--- config.mk ---
export PLATFORM = sky130hd
export DESIGN_NAME = owsr_top
export DESIGN_NICKNAME = d
export VERILOG_FILES = /design/src/core/owsr_pkg.sv /design/src/core/owsr_mem_if.sv /design/src/core/owsr_top.sv /design/src/core/owsr_id_mem.sv
export SDC_FILE = /design/constraint.sdc
export NUM_CORES = 2
export LEC_CHECK = 0
export BUFFER_PORTS_ARGS = -buffer_cell sky130_fd_sc_hd__buf_2
export CORE_AREA = 10 10 500 502
export DETAILED_ROUTE_END_ITERATION = 10
export DIE_AREA = 0 0 510 512
export MAX_ROUTING_LAYER = met4
export PLACE_DENSITY = 0.55
export SYNTH_ARGS = -nofsm -noshare
export SYNTH_HDL_FRONTEND = slang
export SYNTH_SLANG_ARGS = --single-unit
--- constraint.sdc ---
create_clock -name sys_clk -period 6.9 [get_ports sys_clk]
set_clock_uncertainty 0.2 [all_clocks]
set_input_delay 0.69 -clock sys_clk [delete_from_list [all_inputs] [get_ports sys_clk]]
set_output_delay 0.69 -clock sys_clk [all_outputs]
set_load 0.05 [all_outputs]
--- src/core/owsr_pkg.sv ---
package owsr_pkg;
   localparam int CLK_NS = 40;
   localparam int RST_LOW_NS = 480000;
   localparam int PRES_NS = 550000;
   localparam int RST_SLOT_NS = 960000;
   localparam int W0_LOW_NS = 60000;
   localparam int W1_LOW_NS = 6000;
   localparam int SAMPLE_NS = 13000;
   localparam int SLOT_NS = 70000;
   localparam int CONV_NS = 750000000;
   localparam int RST_LOW_CYC = (RST_LOW_NS + CLK_NS - 1) / CLK_NS;
   localparam int PRES_CYC = PRES_NS / CLK_NS;
   localparam int RST_SLOT_CYC = (RST_SLOT_NS + CLK_NS - 1) / CLK_NS;
   localparam int CONV_CYC = (CONV_NS + CLK_NS - 1) / CLK_NS;
   localparam int TMR_W = 25;
   typedef logic [TMR_W-1:0] owsr_tmr_t;
   localparam owsr_tmr_t W0_LOW_CYC =
      owsr_tmr_t'((W0_LOW_NS + CLK_NS - 1) / CLK_NS);
   localparam owsr_tmr_t W1_LOW_CYC =
      owsr_tmr_t'((W1_LOW_NS + CLK_NS - 1) / CLK_NS);
   localparam owsr_tmr_t SAMPLE_CYC = owsr_tmr_t'(SAMPLE_NS / CLK_NS);
   localparam owsr_tmr_t SLOT_CYC =
      owsr_tmr_t'((SLOT_NS + CLK_NS - 1) / CLK_NS);
   localparam logic [15:0] TEMP_LO = 16'h0258;
   localparam logic [15:0] ID_LO = 16'h028a;
   localparam logic [15:0] LOCK_REG = 16'h02bb;
   localparam logic [15:0] TEMP_HI = 16'h02bc;
   localparam logic [15:0] ID_HI = 16'h02ee;
   localparam logic [15:0] CMD_REG = 16'h03e7;
   localparam logic [15:0] BANK_SLOTS = 16'h0009;
   localparam logic [15:0] BANK_WORDS = 16'h0024;
   localparam int SLOTS = 18;
   localparam logic [4:0] LAST_SLOT = 5'h11;
   localparam int MEM_DEPTH = 72;
   localparam int MEM_AW = 7;
   localparam logic [2:0] LAST_WORD = 3'h3;
   localparam logic [2:0] LOAD_DONE = 3'h4;
   localparam logic [15:0] DISC_CODE = 16'hdc1a;
   localparam logic [15:0] LOCK_ON = 16'h0001;
   localparam logic [15:0] NO_READ = 16'h1000;
   localparam logic [15:0] ALL_ONES = 16'hffff;
   localparam int TEMP_W = 12;
   localparam logic [7:0] SEARCH_ROM = 8'hf0;
   localparam logic [7:0] SKIP_ROM = 8'hcc;
   localparam logic [7:0] MATCH_ROM = 8'h55;
   localparam logic [7:0] CONVERT = 8'h44;
   localparam logic [7:0] READ_PAD = 8'hbe;
   localparam logic [6:0] CMD_BITS = 7'h08;
   localparam logic [6:0] CONV_BITS = 7'h10;
   localparam logic [6:0] MATCH_BITS = 7'h48;
   localparam logic [6:0] RX_BITS = 7'h10;
   localparam logic [5:0] LAST_BIT = 6'h3f;
   typedef enum logic [3:0] {M_BOOT, M_DISC, M_RESET, M_SRCH_CMD, M_TX,
      M_SRCH_A, M_SRCH_B, M_SRCH_W, M_STORE, M_POLL, M_CONV_CMD, M_WAIT,
      M_LOAD, M_MATCH, M_READ_CMD, M_RX} owsr_state_t;
   typedef enum logic [1:0] {B_IDLE, B_SLOT, B_RST} owsr_bit_t;
   typedef enum logic [2:0] {K_NONE, K_TEMP, K_ID, K_LOCK, K_CMD}
      owsr_kind_t;
endpackage

--- src/core/owsr_mem_if.sv ---
`timescale 1ns/1ps
`default_nettype none
interface owsr_mem_if;
   logic [owsr_pkg::MEM_AW-1:0] aAddr;
   logic aWe;
   logic [15:0] aWdata;
   logic [15:0] aRdata;
   logic [owsr_pkg::MEM_AW-1:0] bAddr;
   logic bWe;
   logic [15:0] bWdata;
   logic [15:0] bRdata;
   modport mem (input aAddr, aWe, aWdata, bAddr, bWe, bWdata,
      output aRdata, bRdata);
   modport user (output aAddr, aWe, aWdata, bAddr, bWe, bWdata,
      input aRdata, bRdata);
endinterface
`default_nettype wire

--- src/core/owsr_top.sv ---
// Contract
// each sensor reading sits in its own register, 600.. and 700..
// reading is 12-bit signed, sixteenths of a degree Celsius
// each 64-bit identifier fills four words, 650.. and 750..
// unlocked, discovery runs after reset; slots follow identifier order
// writing 1 to 699 locks; locked reset keeps identifiers and slots
// lock register resets to 0, permitting discovery; with lockKept set, M_BOOT loads it with 1 and skips discovery
// unreadable sensor shows 4096 in its reading register
// identifier registers are writable by the bus master
// writing 0xdc1a to 999 starts discovery without a power cycle
// master clears lock by writing 9 before rediscovery, relocks after
// nine plus nine devices, data and identifiers both exposed
// standard reset, presence, time slots and ROM search on the wire
// poll all slots forever; old reading stays until replaced
`timescale 1ns/1ps
`default_nettype none
module owsr_top #(
   parameter int RST_LOW_CYC = owsr_pkg::RST_LOW_CYC,
   parameter int PRES_CYC = owsr_pkg::PRES_CYC,
   parameter int RST_SLOT_CYC = owsr_pkg::RST_SLOT_CYC,
   parameter int CONV_CYC = owsr_pkg::CONV_CYC
)(
   input wire logic sys_clk,
   input wire logic rst,
   input wire logic [15:0] regAddr,
   input wire logic regWrite,
   input wire logic regRead,
   input wire logic [15:0] regWdata,
   output logic [15:0] regRdata,
   output logic regAck,
   input wire logic lockKept,
   output logic lockState,
   input wire logic owIn,
   output logic owOut,
   output logic owOe
);
   localparam owsr_pkg::owsr_tmr_t RLOW = owsr_pkg::owsr_tmr_t'(RST_LOW_CYC);
   localparam owsr_pkg::owsr_tmr_t RPRES = owsr_pkg::owsr_tmr_t'(PRES_CYC);
   localparam owsr_pkg::owsr_tmr_t REND =
      owsr_pkg::owsr_tmr_t'(RST_SLOT_CYC - 1);
   localparam owsr_pkg::owsr_tmr_t CEND = owsr_pkg::owsr_tmr_t'(CONV_CYC - 1);
   localparam owsr_pkg::owsr_tmr_t SEND = owsr_pkg::SLOT_CYC - 1'b1;

   owsr_pkg::owsr_state_t state, next_state, after, next_after;
   owsr_pkg::owsr_bit_t bState, next_bState;
   owsr_pkg::owsr_tmr_t timer, next_timer, timerInc, waitCnt, next_waitCnt;
   owsr_pkg::owsr_kind_t kind, rdKind, next_rdKind;
   logic bitOne, next_bitOne, bitDone, next_bitDone;
   logic bitSample, next_bitSample, bitGo, bitRst, bitVal;
   logic owSync1, owSync2, next_owOe;
   logic [71:0] tx, next_tx;
   logic [63:0] idCur, next_idCur;
   logic [15:0] rx, next_rx;
   logic [6:0] cnt, next_cnt, lastDisc, next_lastDisc;
   logic [6:0] lastZero, next_lastZero, pos;
   logic [5:0] bitIdx, next_bitIdx;
   logic [4:0] slot, next_slot;
   logic [2:0] word, next_word;
   logic presence, next_presence, aBit, next_aBit, dirBit, next_dirBit;
   logic searchDone, next_searchDone, discReq, next_discReq, pickDir;
   logic [15:0] temps [owsr_pkg::SLOTS];
   logic [15:0] next_temps [owsr_pkg::SLOTS];
   logic [15:0] lockValue, next_lockValue, rdTemp, next_rdTemp;
   logic [15:0] next_regRdata;
   logic next_lockState, rdPend, next_rdPend, next_regAck;

   owsr_mem_if mem ();
   owsr_id_mem u_mem (
      .sys_clk(sys_clk),
      .m(mem.mem)
   );

   function automatic owsr_pkg::owsr_kind_t addrKind(input logic [15:0] a);
      if ((a >= owsr_pkg::TEMP_LO &&
           a < owsr_pkg::TEMP_LO + owsr_pkg::BANK_SLOTS) ||
          (a >= owsr_pkg::TEMP_HI &&
           a < owsr_pkg::TEMP_HI + owsr_pkg::BANK_SLOTS))
         return owsr_pkg::K_TEMP;
      if ((a >= owsr_pkg::ID_LO &&
           a < owsr_pkg::ID_LO + owsr_pkg::BANK_WORDS) ||
          (a >= owsr_pkg::ID_HI &&
           a < owsr_pkg::ID_HI + owsr_pkg::BANK_WORDS))
         return owsr_pkg::K_ID;
      if (a == owsr_pkg::LOCK_REG)
         return owsr_pkg::K_LOCK;
      if (a == owsr_pkg::CMD_REG)
         return owsr_pkg::K_CMD;
      return owsr_pkg::K_NONE;
   endfunction

   function automatic logic [4:0] tempSlot(input logic [15:0] a);
      logic [15:0] s;
      if (a < owsr_pkg::TEMP_HI)
         s = a - owsr_pkg::TEMP_LO;
      else
         s = a - owsr_pkg::TEMP_HI + owsr_pkg::BANK_SLOTS;
      return s[4:0];
   endfunction

   function automatic logic [6:0] idIndex(input logic [15:0] a);
      logic [15:0] s;
      if (a < owsr_pkg::ID_HI)
         s = a - owsr_pkg::ID_LO;
      else
         s = a - owsr_pkg::ID_HI + owsr_pkg::BANK_WORDS;
      return s[6:0];
   endfunction

   assign kind = addrKind(regAddr);
   assign timerInc = timer + 1'b1;
   assign pos = {1'b0, bitIdx} + 7'h01;
   // branch choice for a bit where both values answered
   assign pickDir = (pos < lastDisc) ? idCur[bitIdx] : (pos == lastDisc);

   // wire timing: reset pulse with presence sample, and time slots
   always_comb
   begin
      next_bState = bState;
      next_timer = timer;
      next_bitOne = bitOne;
      next_bitSample = bitSample;
      next_bitDone = 1'b0;
      next_owOe = 1'b0;
      unique case (bState)
         owsr_pkg::B_IDLE:
         begin
            if (bitGo)
            begin
               next_timer = '0;
               next_bitOne = bitVal;
               next_owOe = 1'b1;
               next_bState = bitRst ? owsr_pkg::B_RST : owsr_pkg::B_SLOT;
            end
         end
         owsr_pkg::B_SLOT:
         begin
            next_timer = timerInc;
            next_owOe = timerInc < (bitOne ? owsr_pkg::W1_LOW_CYC :
               owsr_pkg::W0_LOW_CYC);
            if (timer == owsr_pkg::SAMPLE_CYC)
               next_bitSample = owSync2;
            if (timer == SEND)
            begin
               next_bState = owsr_pkg::B_IDLE;
               next_bitDone = 1'b1;
               next_owOe = 1'b0;
            end
         end
         owsr_pkg::B_RST:
         begin
            next_timer = timerInc;
            next_owOe = timerInc < RLOW;
            if (timer == RPRES)
               next_bitSample = !owSync2;
            if (timer == REND)
            begin
               next_bState = owsr_pkg::B_IDLE;
               next_bitDone = 1'b1;
               next_owOe = 1'b0;
            end
         end
      endcase
   end

   // sequencing: discovery, polling, register side
   always_comb
   begin
      next_state = state;
      next_after = after;
      next_tx = tx;
      next_idCur = idCur;
      next_rx = rx;
      next_cnt = cnt;
      next_lastDisc = lastDisc;
      next_lastZero = lastZero;
      next_bitIdx = bitIdx;
      next_slot = slot;
      next_word = word;
      next_presence = presence;
      next_aBit = aBit;
      next_dirBit = dirBit;
      next_searchDone = searchDone;
      next_discReq = discReq;
      next_waitCnt = waitCnt;
      next_temps = temps;
      next_lockValue = lockValue;
      bitRst = (state == owsr_pkg::M_RESET);
      bitVal = 1'b1;
      bitGo = 1'b0;
      mem.bWe = 1'b0;
      mem.bAddr = {slot, word[1:0]};
      mem.bWdata = idCur[63:48];
      unique case (state)
         owsr_pkg::M_BOOT:
         begin
            next_lockValue = lockKept ? owsr_pkg::LOCK_ON : '0;
            next_state = lockKept ? owsr_pkg::M_POLL : owsr_pkg::M_DISC;
         end
         owsr_pkg::M_DISC:
         begin
            next_slot = '0;
            next_lastDisc = '0;
            next_searchDone = 1'b0;
            next_discReq = 1'b0;
            next_after = owsr_pkg::M_SRCH_CMD;
            next_state = owsr_pkg::M_RESET;
         end
         owsr_pkg::M_RESET:
         begin
            bitGo = !bitDone && bState == owsr_pkg::B_IDLE;
            if (bitDone)
            begin
               next_presence = bitSample;
               next_state = after;
            end
         end
         owsr_pkg::M_SRCH_CMD:
         begin
            next_word = '0;
            if (!presence)
            begin
               next_searchDone = 1'b1;
               next_idCur = '0;
               next_state = owsr_pkg::M_STORE;
            end
            else
            begin
               next_tx = {64'h0, owsr_pkg::SEARCH_ROM};
               next_cnt = owsr_pkg::CMD_BITS;
               next_bitIdx = '0;
               next_lastZero = '0;
               next_after = owsr_pkg::M_SRCH_A;
               next_state = owsr_pkg::M_TX;
            end
         end
         owsr_pkg::M_TX:
         begin
            bitVal = tx[0];
            bitGo = !bitDone && bState == owsr_pkg::B_IDLE;
            if (bitDone)
            begin
               next_tx = tx >> 1;
               next_cnt = cnt - 1'b1;
               if (cnt == 7'h01)
               begin
                  next_cnt = owsr_pkg::RX_BITS;
                  next_state = after;
               end
            end
         end
         owsr_pkg::M_SRCH_A:
         begin
            bitGo = !bitDone && bState == owsr_pkg::B_IDLE;
            if (bitDone)
            begin
               next_aBit = bitSample;
               next_state = owsr_pkg::M_SRCH_B;
            end
         end
         owsr_pkg::M_SRCH_B:
         begin
            bitGo = !bitDone && bState == owsr_pkg::B_IDLE;
            if (bitDone && aBit && bitSample)
            begin
               next_searchDone = 1'b1;
               next_idCur = '0;
               next_word = '0;
               next_state = owsr_pkg::M_STORE;
            end
            else if (bitDone)
            begin
               next_dirBit = (aBit != bitSample) ? aBit : pickDir;
               next_idCur[bitIdx] = next_dirBit;
               if (aBit == bitSample && !pickDir)
                  next_lastZero = pos;
               next_state = owsr_pkg::M_SRCH_W;
            end
         end
         owsr_pkg::M_SRCH_W:
         begin
            bitVal = dirBit;
            bitGo = !bitDone && bState == owsr_pkg::B_IDLE;
            if (bitDone)
            begin
               next_bitIdx = bitIdx + 1'b1;
               next_state = owsr_pkg::M_SRCH_A;
               if (bitIdx == owsr_pkg::LAST_BIT)
               begin
                  next_word = '0;
                  next_state = owsr_pkg::M_STORE;
               end
            end
         end
         owsr_pkg::M_STORE:
         begin
            // rotate so four writes leave the identifier intact
            mem.bWe = 1'b1;
            next_idCur = {idCur[47:0], idCur[63:48]};
            next_word = word + 1'b1;
            if (word == owsr_pkg::LAST_WORD)
            begin
               next_word = '0;
               next_slot = slot + 1'b1;
               next_lastDisc = lastZero;
               if (slot == owsr_pkg::LAST_SLOT)
                  next_state = owsr_pkg::M_POLL;
               else if (searchDone || lastZero == '0)
               begin
                  next_searchDone = 1'b1;
                  next_idCur = '0;
               end
               else
               begin
                  next_after = owsr_pkg::M_SRCH_CMD;
                  next_state = owsr_pkg::M_RESET;
               end
            end
         end
         owsr_pkg::M_POLL:
         begin
            next_after = owsr_pkg::M_CONV_CMD;
            next_state = discReq ? owsr_pkg::M_DISC : owsr_pkg::M_RESET;
         end
         owsr_pkg::M_CONV_CMD:
         begin
            next_tx = {56'h0, owsr_pkg::CONVERT, owsr_pkg::SKIP_ROM};
            next_cnt = owsr_pkg::CONV_BITS;
            next_waitCnt = '0;
            next_after = owsr_pkg::M_WAIT;
            next_state = owsr_pkg::M_TX;
         end
         owsr_pkg::M_WAIT:
         begin
            next_waitCnt = waitCnt + 1'b1;
            next_slot = '0;
            next_word = '0;
            if (waitCnt == CEND)
               next_state = owsr_pkg::M_LOAD;
         end
         owsr_pkg::M_LOAD:
         begin
            next_word = word + 1'b1;
            if (word != '0)
               next_idCur = {idCur[47:0], mem.bRdata};
            if (word == owsr_pkg::LOAD_DONE)
            begin
               next_after = owsr_pkg::M_MATCH;
               next_state = owsr_pkg::M_RESET;
            end
         end
         owsr_pkg::M_MATCH:
         begin
            next_rx = owsr_pkg::ALL_ONES;
            next_tx = {idCur, owsr_pkg::MATCH_ROM};
            next_cnt = owsr_pkg::MATCH_BITS;
            next_after = owsr_pkg::M_READ_CMD;
            next_state = owsr_pkg::M_TX;
            if (!presence || idCur == '0)
            begin
               next_cnt = 7'h01;
               next_state = owsr_pkg::M_RX;
            end
         end
         owsr_pkg::M_READ_CMD:
         begin
            next_tx = {64'h0, owsr_pkg::READ_PAD};
            next_cnt = owsr_pkg::CMD_BITS;
            next_after = owsr_pkg::M_RX;
            next_state = owsr_pkg::M_TX;
         end
         owsr_pkg::M_RX:
         begin
            bitGo = !bitDone && bState == owsr_pkg::B_IDLE && rx != '0;
            if (bitDone || rx == '0)
            begin
               next_rx = {bitSample, rx[15:1]};
               next_cnt = cnt - 1'b1;
            end
            if (cnt == 7'h01 && (bitDone || rx == '0))
            begin
               // all ones means nobody answered
               next_temps[slot] = (next_rx == owsr_pkg::ALL_ONES) ?
                  owsr_pkg::NO_READ :
                  16'($signed(next_rx[owsr_pkg::TEMP_W-1:0]));
               next_slot = slot + 1'b1;
               next_word = '0;
               next_state = (slot == owsr_pkg::LAST_SLOT) ?
                  owsr_pkg::M_POLL : owsr_pkg::M_LOAD;
            end
         end
      endcase
      if (regWrite && kind == owsr_pkg::K_CMD &&
          regWdata == owsr_pkg::DISC_CODE)
         next_discReq = 1'b1;
      if (regWrite && kind == owsr_pkg::K_LOCK)
         next_lockValue = regWdata;
      next_lockState = next_lockValue == owsr_pkg::LOCK_ON;
      mem.aAddr = idIndex(regAddr);
      mem.aWe = regWrite && kind == owsr_pkg::K_ID;
      mem.aWdata = regWdata;
      next_rdPend = regRead;
      next_rdKind = kind;
      next_rdTemp = (kind == owsr_pkg::K_TEMP) ? temps[tempSlot(regAddr)] :
         '0;
      next_regAck = rdPend;
      next_regRdata = regRdata;
      if (rdPend)
      begin
         unique case (rdKind)
            owsr_pkg::K_ID: next_regRdata = mem.aRdata;
            owsr_pkg::K_TEMP: next_regRdata = rdTemp;
            owsr_pkg::K_LOCK: next_regRdata = lockValue;
            owsr_pkg::K_CMD, owsr_pkg::K_NONE: next_regRdata = '0;
         endcase
      end
   end

   always_ff @(posedge sys_clk)
   begin
      owSync1 <= owIn;
      owSync2 <= owSync1;
   end

   always_ff @(posedge sys_clk)
   begin
      if (rst)
      begin
         bState <= owsr_pkg::B_IDLE;
         timer <= '0;
         bitOne <= 1'b0;
         bitSample <= 1'b0;
         bitDone <= 1'b0;
         owOe <= 1'b0;
         owOut <= 1'b0;
         state <= owsr_pkg::M_BOOT;
         after <= owsr_pkg::M_BOOT;
         tx <= '0;
         idCur <= '0;
         rx <= '0;
         cnt <= '0;
         lastDisc <= '0;
         lastZero <= '0;
         bitIdx <= '0;
         slot <= '0;
         word <= '0;
         presence <= 1'b0;
         aBit <= 1'b0;
         dirBit <= 1'b0;
         searchDone <= 1'b0;
         discReq <= 1'b0;
         waitCnt <= '0;
         temps <= '{default: owsr_pkg::NO_READ};
         lockValue <= '0;
         lockState <= 1'b0;
         rdPend <= 1'b0;
         rdKind <= owsr_pkg::K_NONE;
         rdTemp <= '0;
         regRdata <= '0;
         regAck <= 1'b0;
      end
      else
      begin
         bState <= next_bState;
         timer <= next_timer;
         bitOne <= next_bitOne;
         bitSample <= next_bitSample;
         bitDone <= next_bitDone;
         owOe <= next_owOe;
         owOut <= 1'b0;
         state <= next_state;
         after <= next_after;
         tx <= next_tx;
         idCur <= next_idCur;
         rx <= next_rx;
         cnt <= next_cnt;
         lastDisc <= next_lastDisc;
         lastZero <= next_lastZero;
         bitIdx <= next_bitIdx;
         slot <= next_slot;
         word <= next_word;
         presence <= next_presence;
         aBit <= next_aBit;
         dirBit <= next_dirBit;
         searchDone <= next_searchDone;
         discReq <= next_discReq;
         waitCnt <= next_waitCnt;
         temps <= next_temps;
         lockValue <= next_lockValue;
         lockState <= next_lockState;
         rdPend <= next_rdPend;
         rdKind <= next_rdKind;
         rdTemp <= next_rdTemp;
         regRdata <= next_regRdata;
         regAck <= next_regAck;
      end
   end
endmodule
`default_nettype wire

--- src/core/owsr_id_mem.sv ---
`timescale 1ns/1ps
`default_nettype none
module owsr_id_mem (
   input wire logic sys_clk,
   owsr_mem_if.mem m
);
   logic [15:0] store [owsr_pkg::MEM_DEPTH];

   // port a is the register side, it wins a same-word collision
   always_ff @(posedge sys_clk)
   begin
      if (m.bWe)
      begin
         store[m.bAddr] <= m.bWdata;
      end
      if (m.aWe)
      begin
         store[m.aAddr] <= m.aWdata;
      end
      m.aRdata <= store[m.aAddr];
      m.bRdata <= store[m.bAddr];
   end
endmodule
`default_nettype wire

==> run summary <==
The flow ran to the end, and the final reports show no timing, DRC or antenna violations. The post-route minimum period is 5.19 ns. Of all nets on the critical path, the largest fanout is 80. The vertical die dimension came out at 512 µm. The upper clock frequency limit came out at roughly 0.19 GHz. The detailed-route wire length per cell came out at between 30 and 40 µm. The family with the most delay on the worst path is compound AO/OA/AOI/OAI gates. The total routing usage reported by global routing came out at 0.284.

The total instance count after detailed placement is about 11000. The library cell used as clock root buffer is clkbuf_16. The cell row count is 180. The final number of setup-violating endpoints came out at 0. CTS saw around 1700 sinks. The floorplan step defined a die boundary enclosing 261000 µm². The via count of the first global-routing pass is 71200. The total of warnings raised by yosys is 0. Setup repair after global routing left no endpoint under its margin. During placement, the flow inserted port buffers numbering 56.

The count of non-filler cells in the finished layout is 11300. The final worst setup slack came out at 1.71 ns. The sequential share of the synthesized area came out at 0.483. The number of pins with negative max-slew slack in the final report came to 0. The final design area excluding fillers is about 110000 µm². The transition time at the pin with the least slew margin came out at approximately 1.4 ns. The reported leakage power is 37.1 nW. Global routing finished with a remaining overflow of 0. The standard cell core area came out at 240000 µm². The routed layout has roughly 75000 vias. The wire length of the first global-routing pass came out at 533000 µm. The data arrival at the endpoint of the critical path came out at 5.63 ns. The maximum vdd ir drop came out at ~0.27 mV. The final HPWL from detailed placement is 233000 µm.

The number of antenna violations at the first check in global routing came out at 29. The kind of start point of the critical path is a register. The critical path in this run is classified as reg2reg.

The final layout contains about 8000 nets. The slowest stage of the critical path belongs to the cell a311oi_1. The number of max-cap violations came out at 0. The pin count of the biggest net entering global routing is 169. The clock input transition at the sequential cells of the worst setup and hold paths is around 0.060 ns. The number of post-CTS setup repair buffers came out at 0. The required time at the worst-slack endpoint is 7.34 ns.

The synthesized flop and latch total is roughly 1700. The setup TNS is 0 ns. The first-pass detailed-route iteration total is 10.

The most used cell along the critical path is o21ai_0. The clock passes through at most 3 buffers. The synthesized net count came out at 8375.

TritonCTS built the clock tree. Clock tree synthesis inserted a total of ~190 buffers. The detail route stage leaves a number of antenna-violating nets equal to 0. Of all flip-flops after synthesis, the portion carrying an async set or reset was 0. The endpoint kind of the worst setup timing path is a register. Among all flip-flop cells after synthesis, the most frequent one is edfxtp_1. The pre-CTS setup slack is between 1 and 1.5 ns. The cell area after placement is just under 100000 µm².

The number of DRC violations after detailed-routing iteration 0 came out at roughly 11000. The number of placed I/O pins is a little under 60. The wire length reported by the detailed router is 376000 µm. Of the cells placed in the final design, the portion with a size suffix greater than 1 is 0.291. Measured against its own limit, the worst slew margin works out to 0.0574.

Routability-driven placement finished with a final weighted congestion of 0.979. The per-instance average area after synthesis came out at about 12 µm². The die width is between 500 and 600 µm. The buffer and inverter count on the worst path came out at 2. After technology mapping, the gate count stands at about 8300. The DRC violation count after routing came out at 0.

The type of the worst min-delay path is in2reg. The post-route fraction of the period consumed by the critical path came out at 0.753. The clock insertion delay at the later pin of the skew report came out at between 0.8 and 0.9 ns.

The number of enable-type register cells in the synthesized netlist came out at 1152. Counting distinct cell types in the post-synthesis netlist gives 93. After layout, the design draws a total of roughly 26 mW. The via density per instance is between 6 and 7. The count of H-tree levels built during CTS came out at 4. In this run the cell area of the synthesized design comes to ~95000 µm². The delay of the slowest critical-path stage is just under 0.9 ns.

The initial utilization of the core area, before any placement, comes to 0.398. The final count of hold timing violations is 0. The critical path goes through buf_4, nor3b_2, buf_12, a221oi_1, a311oi_1, a31oi_1, nand2_1, o21ai_0, o21ai_0.

The power density of the placed cells is ~240 nW/µm². The synthesis-to-layout area growth is 10.1%.
-- synth_stat cells, types with 19 or more instances --
| library cell | n | area (µm²) |
|---|---|---|
| nand2b_1 | 38 | 238 |
| nor2_4 | 26 | 293 |
| clkbuf_1 | 668 | 2510 |
| nand3_1 | 217 | 1090 |
| nor3_1 | 152 | 761 |
| nand4_1 | 118 | 738 |
| a22o_1 | 151 | 1320 |
| a31oi_1 | 81 | 507 |
| a21oi_1 | 397 | 1990 |
| buf_4 | 44 | 330 |
| buf_2 | 101 | 505 |
| mux2i_1 | 104 | 1040 |
| mux4_2 | 365 | 8220 |
| a211o_1 | 25 | 219 |
| nor2_1 | 399 | 1500 |
| inv_1 | 46 | 173 |
| nand2_1 | 924 | 3470 |
| a22oi_1 | 407 | 3060 |
| o211ai_1 | 30 | 225 |
| nor2_2 | 22 | 138 |
| and3_1 | 22 | 138 |
| edfxtp_1 | 1152 | 34600 |
| mux2_2 | 1155 | 13000 |
| xnor2_1 | 27 | 236 |
| nor4_1 | 46 | 288 |
| nor2b_1 | 19 | 119 |
| o2bb2ai_1 | 49 | 429 |
| nor3b_1 | 23 | 173 |
| a221oi_1 | 150 | 1310 |
| a211oi_1 | 35 | 263 |
| o22ai_1 | 53 | 332 |
| a32o_1 | 20 | 200 |
| dfxtp_1 | 575 | 11500 |
| ha_1 | 39 | 488 |
| a222oi_1 | 22 | 220 |
| buf_1 | 94 | 353 |
| o21ai_0 | 232 | 1160 |
-- repair_timing --
item | in CTS | in global routing
hold endpoints to repair | 4 | 0
hold buffers | 4 | 0
gates resized for setup | 0 | 0
-- kinds of logic after synthesis --
logic type / count (synthesis) / share of synthesized area
multiplexers: 1633 / 0.234
adder cells (fa/ha/maj): 39 / 0.00511
AO/OA/AOI/OAI: 1764 / 0.128
AND/OR/NAND/NOR: 2123 / 0.104
buffers and inverters: 967 / 0.0417
other: 1 / 0.0000393
flip-flops: 1727 / 0.483
XOR/XNOR: 44 / 0.00411
-- sequential cells by signal, summed over array words and instances (netlist names), 25 cells and up --
| name | count |
|---|---|
| idCur | 64 |
| temps | 234 |
| timer | 25 |
| tx | 72 |
| u_mem.store | 1152 |
| waitCnt | 25 |
-- stage by stage --
| step | hold slack (ns) | util |
|---|---|---|
| floorplan | 0.110 | - |
| global placement | 0.179 | 0.413 |
| detailed placement | 0.183 | 0.413 |
| CTS | 0.0726 | 0.439 |
| global route | 0.116 | 0.439 |
| finish | 0.118 | 0.439 |
-- placed cells by master, fill, tap and decap left out, drive strengths merged, types with 151 or more instances in the layout --
cell type	n
a22oi	407
clkbuf	253
nand3	219
nor2	448
a21oi	397
buf	312
mux2	1164
dfxtp	575
mux4	365
o21ai	234
a22o	151
nor3	159
nand2	937
edfxtp	1152
-- report_power, final --
part	internal [mW]	leakage, nW	switching (mW)	total (mW)
Clock	5.75	3.05	4.59	10.3
Combinational	0.933	16.4	3.05	3.98
Sequential	11.1	17.7	0.165	11.2
Total	17.8	37.1	7.81	25.6
-- area by class of cell --
type	count	area, µm²
inverters	52	195
clock buffers	253	5280
fillers	22200	134000
clock inverters	94	937
flip-flops and latches	1727	46200
well taps	3185	3990
diodes	21	52.6
repair buffers	316	2500
multi-input cells	5604	46100
-- per-layer routing --
metal,routed length (µm),GRT usage
met1,143000,0.360
met2,167000,0.417
met3,42100,0.0731
met4,23700,0.149
met5,0,-
-- worst register-to-register path: cells and delay by family, from the launching register on --
kind	cells	cell delay [ns]
simple gates	2	0.72
flops	1	0.80
buf+inv	2	1.04
compound gates	5	2.20
-- path summary, 6_finish.rpt --
check,end,cells past startpoint,slack (ns),startpoint
worst max-delay path,u_mem.m.bRdata[1],9,1.71,slot[0]
worst min-delay path,rdKind[2],3,0.12,regAddr[7]
worst max register to register,u_mem.m.bRdata[1],9,1.71,slot[0]
worst min register to register,owSync2,0,0.22,owSync1
(Power assumes the default switching activity.)
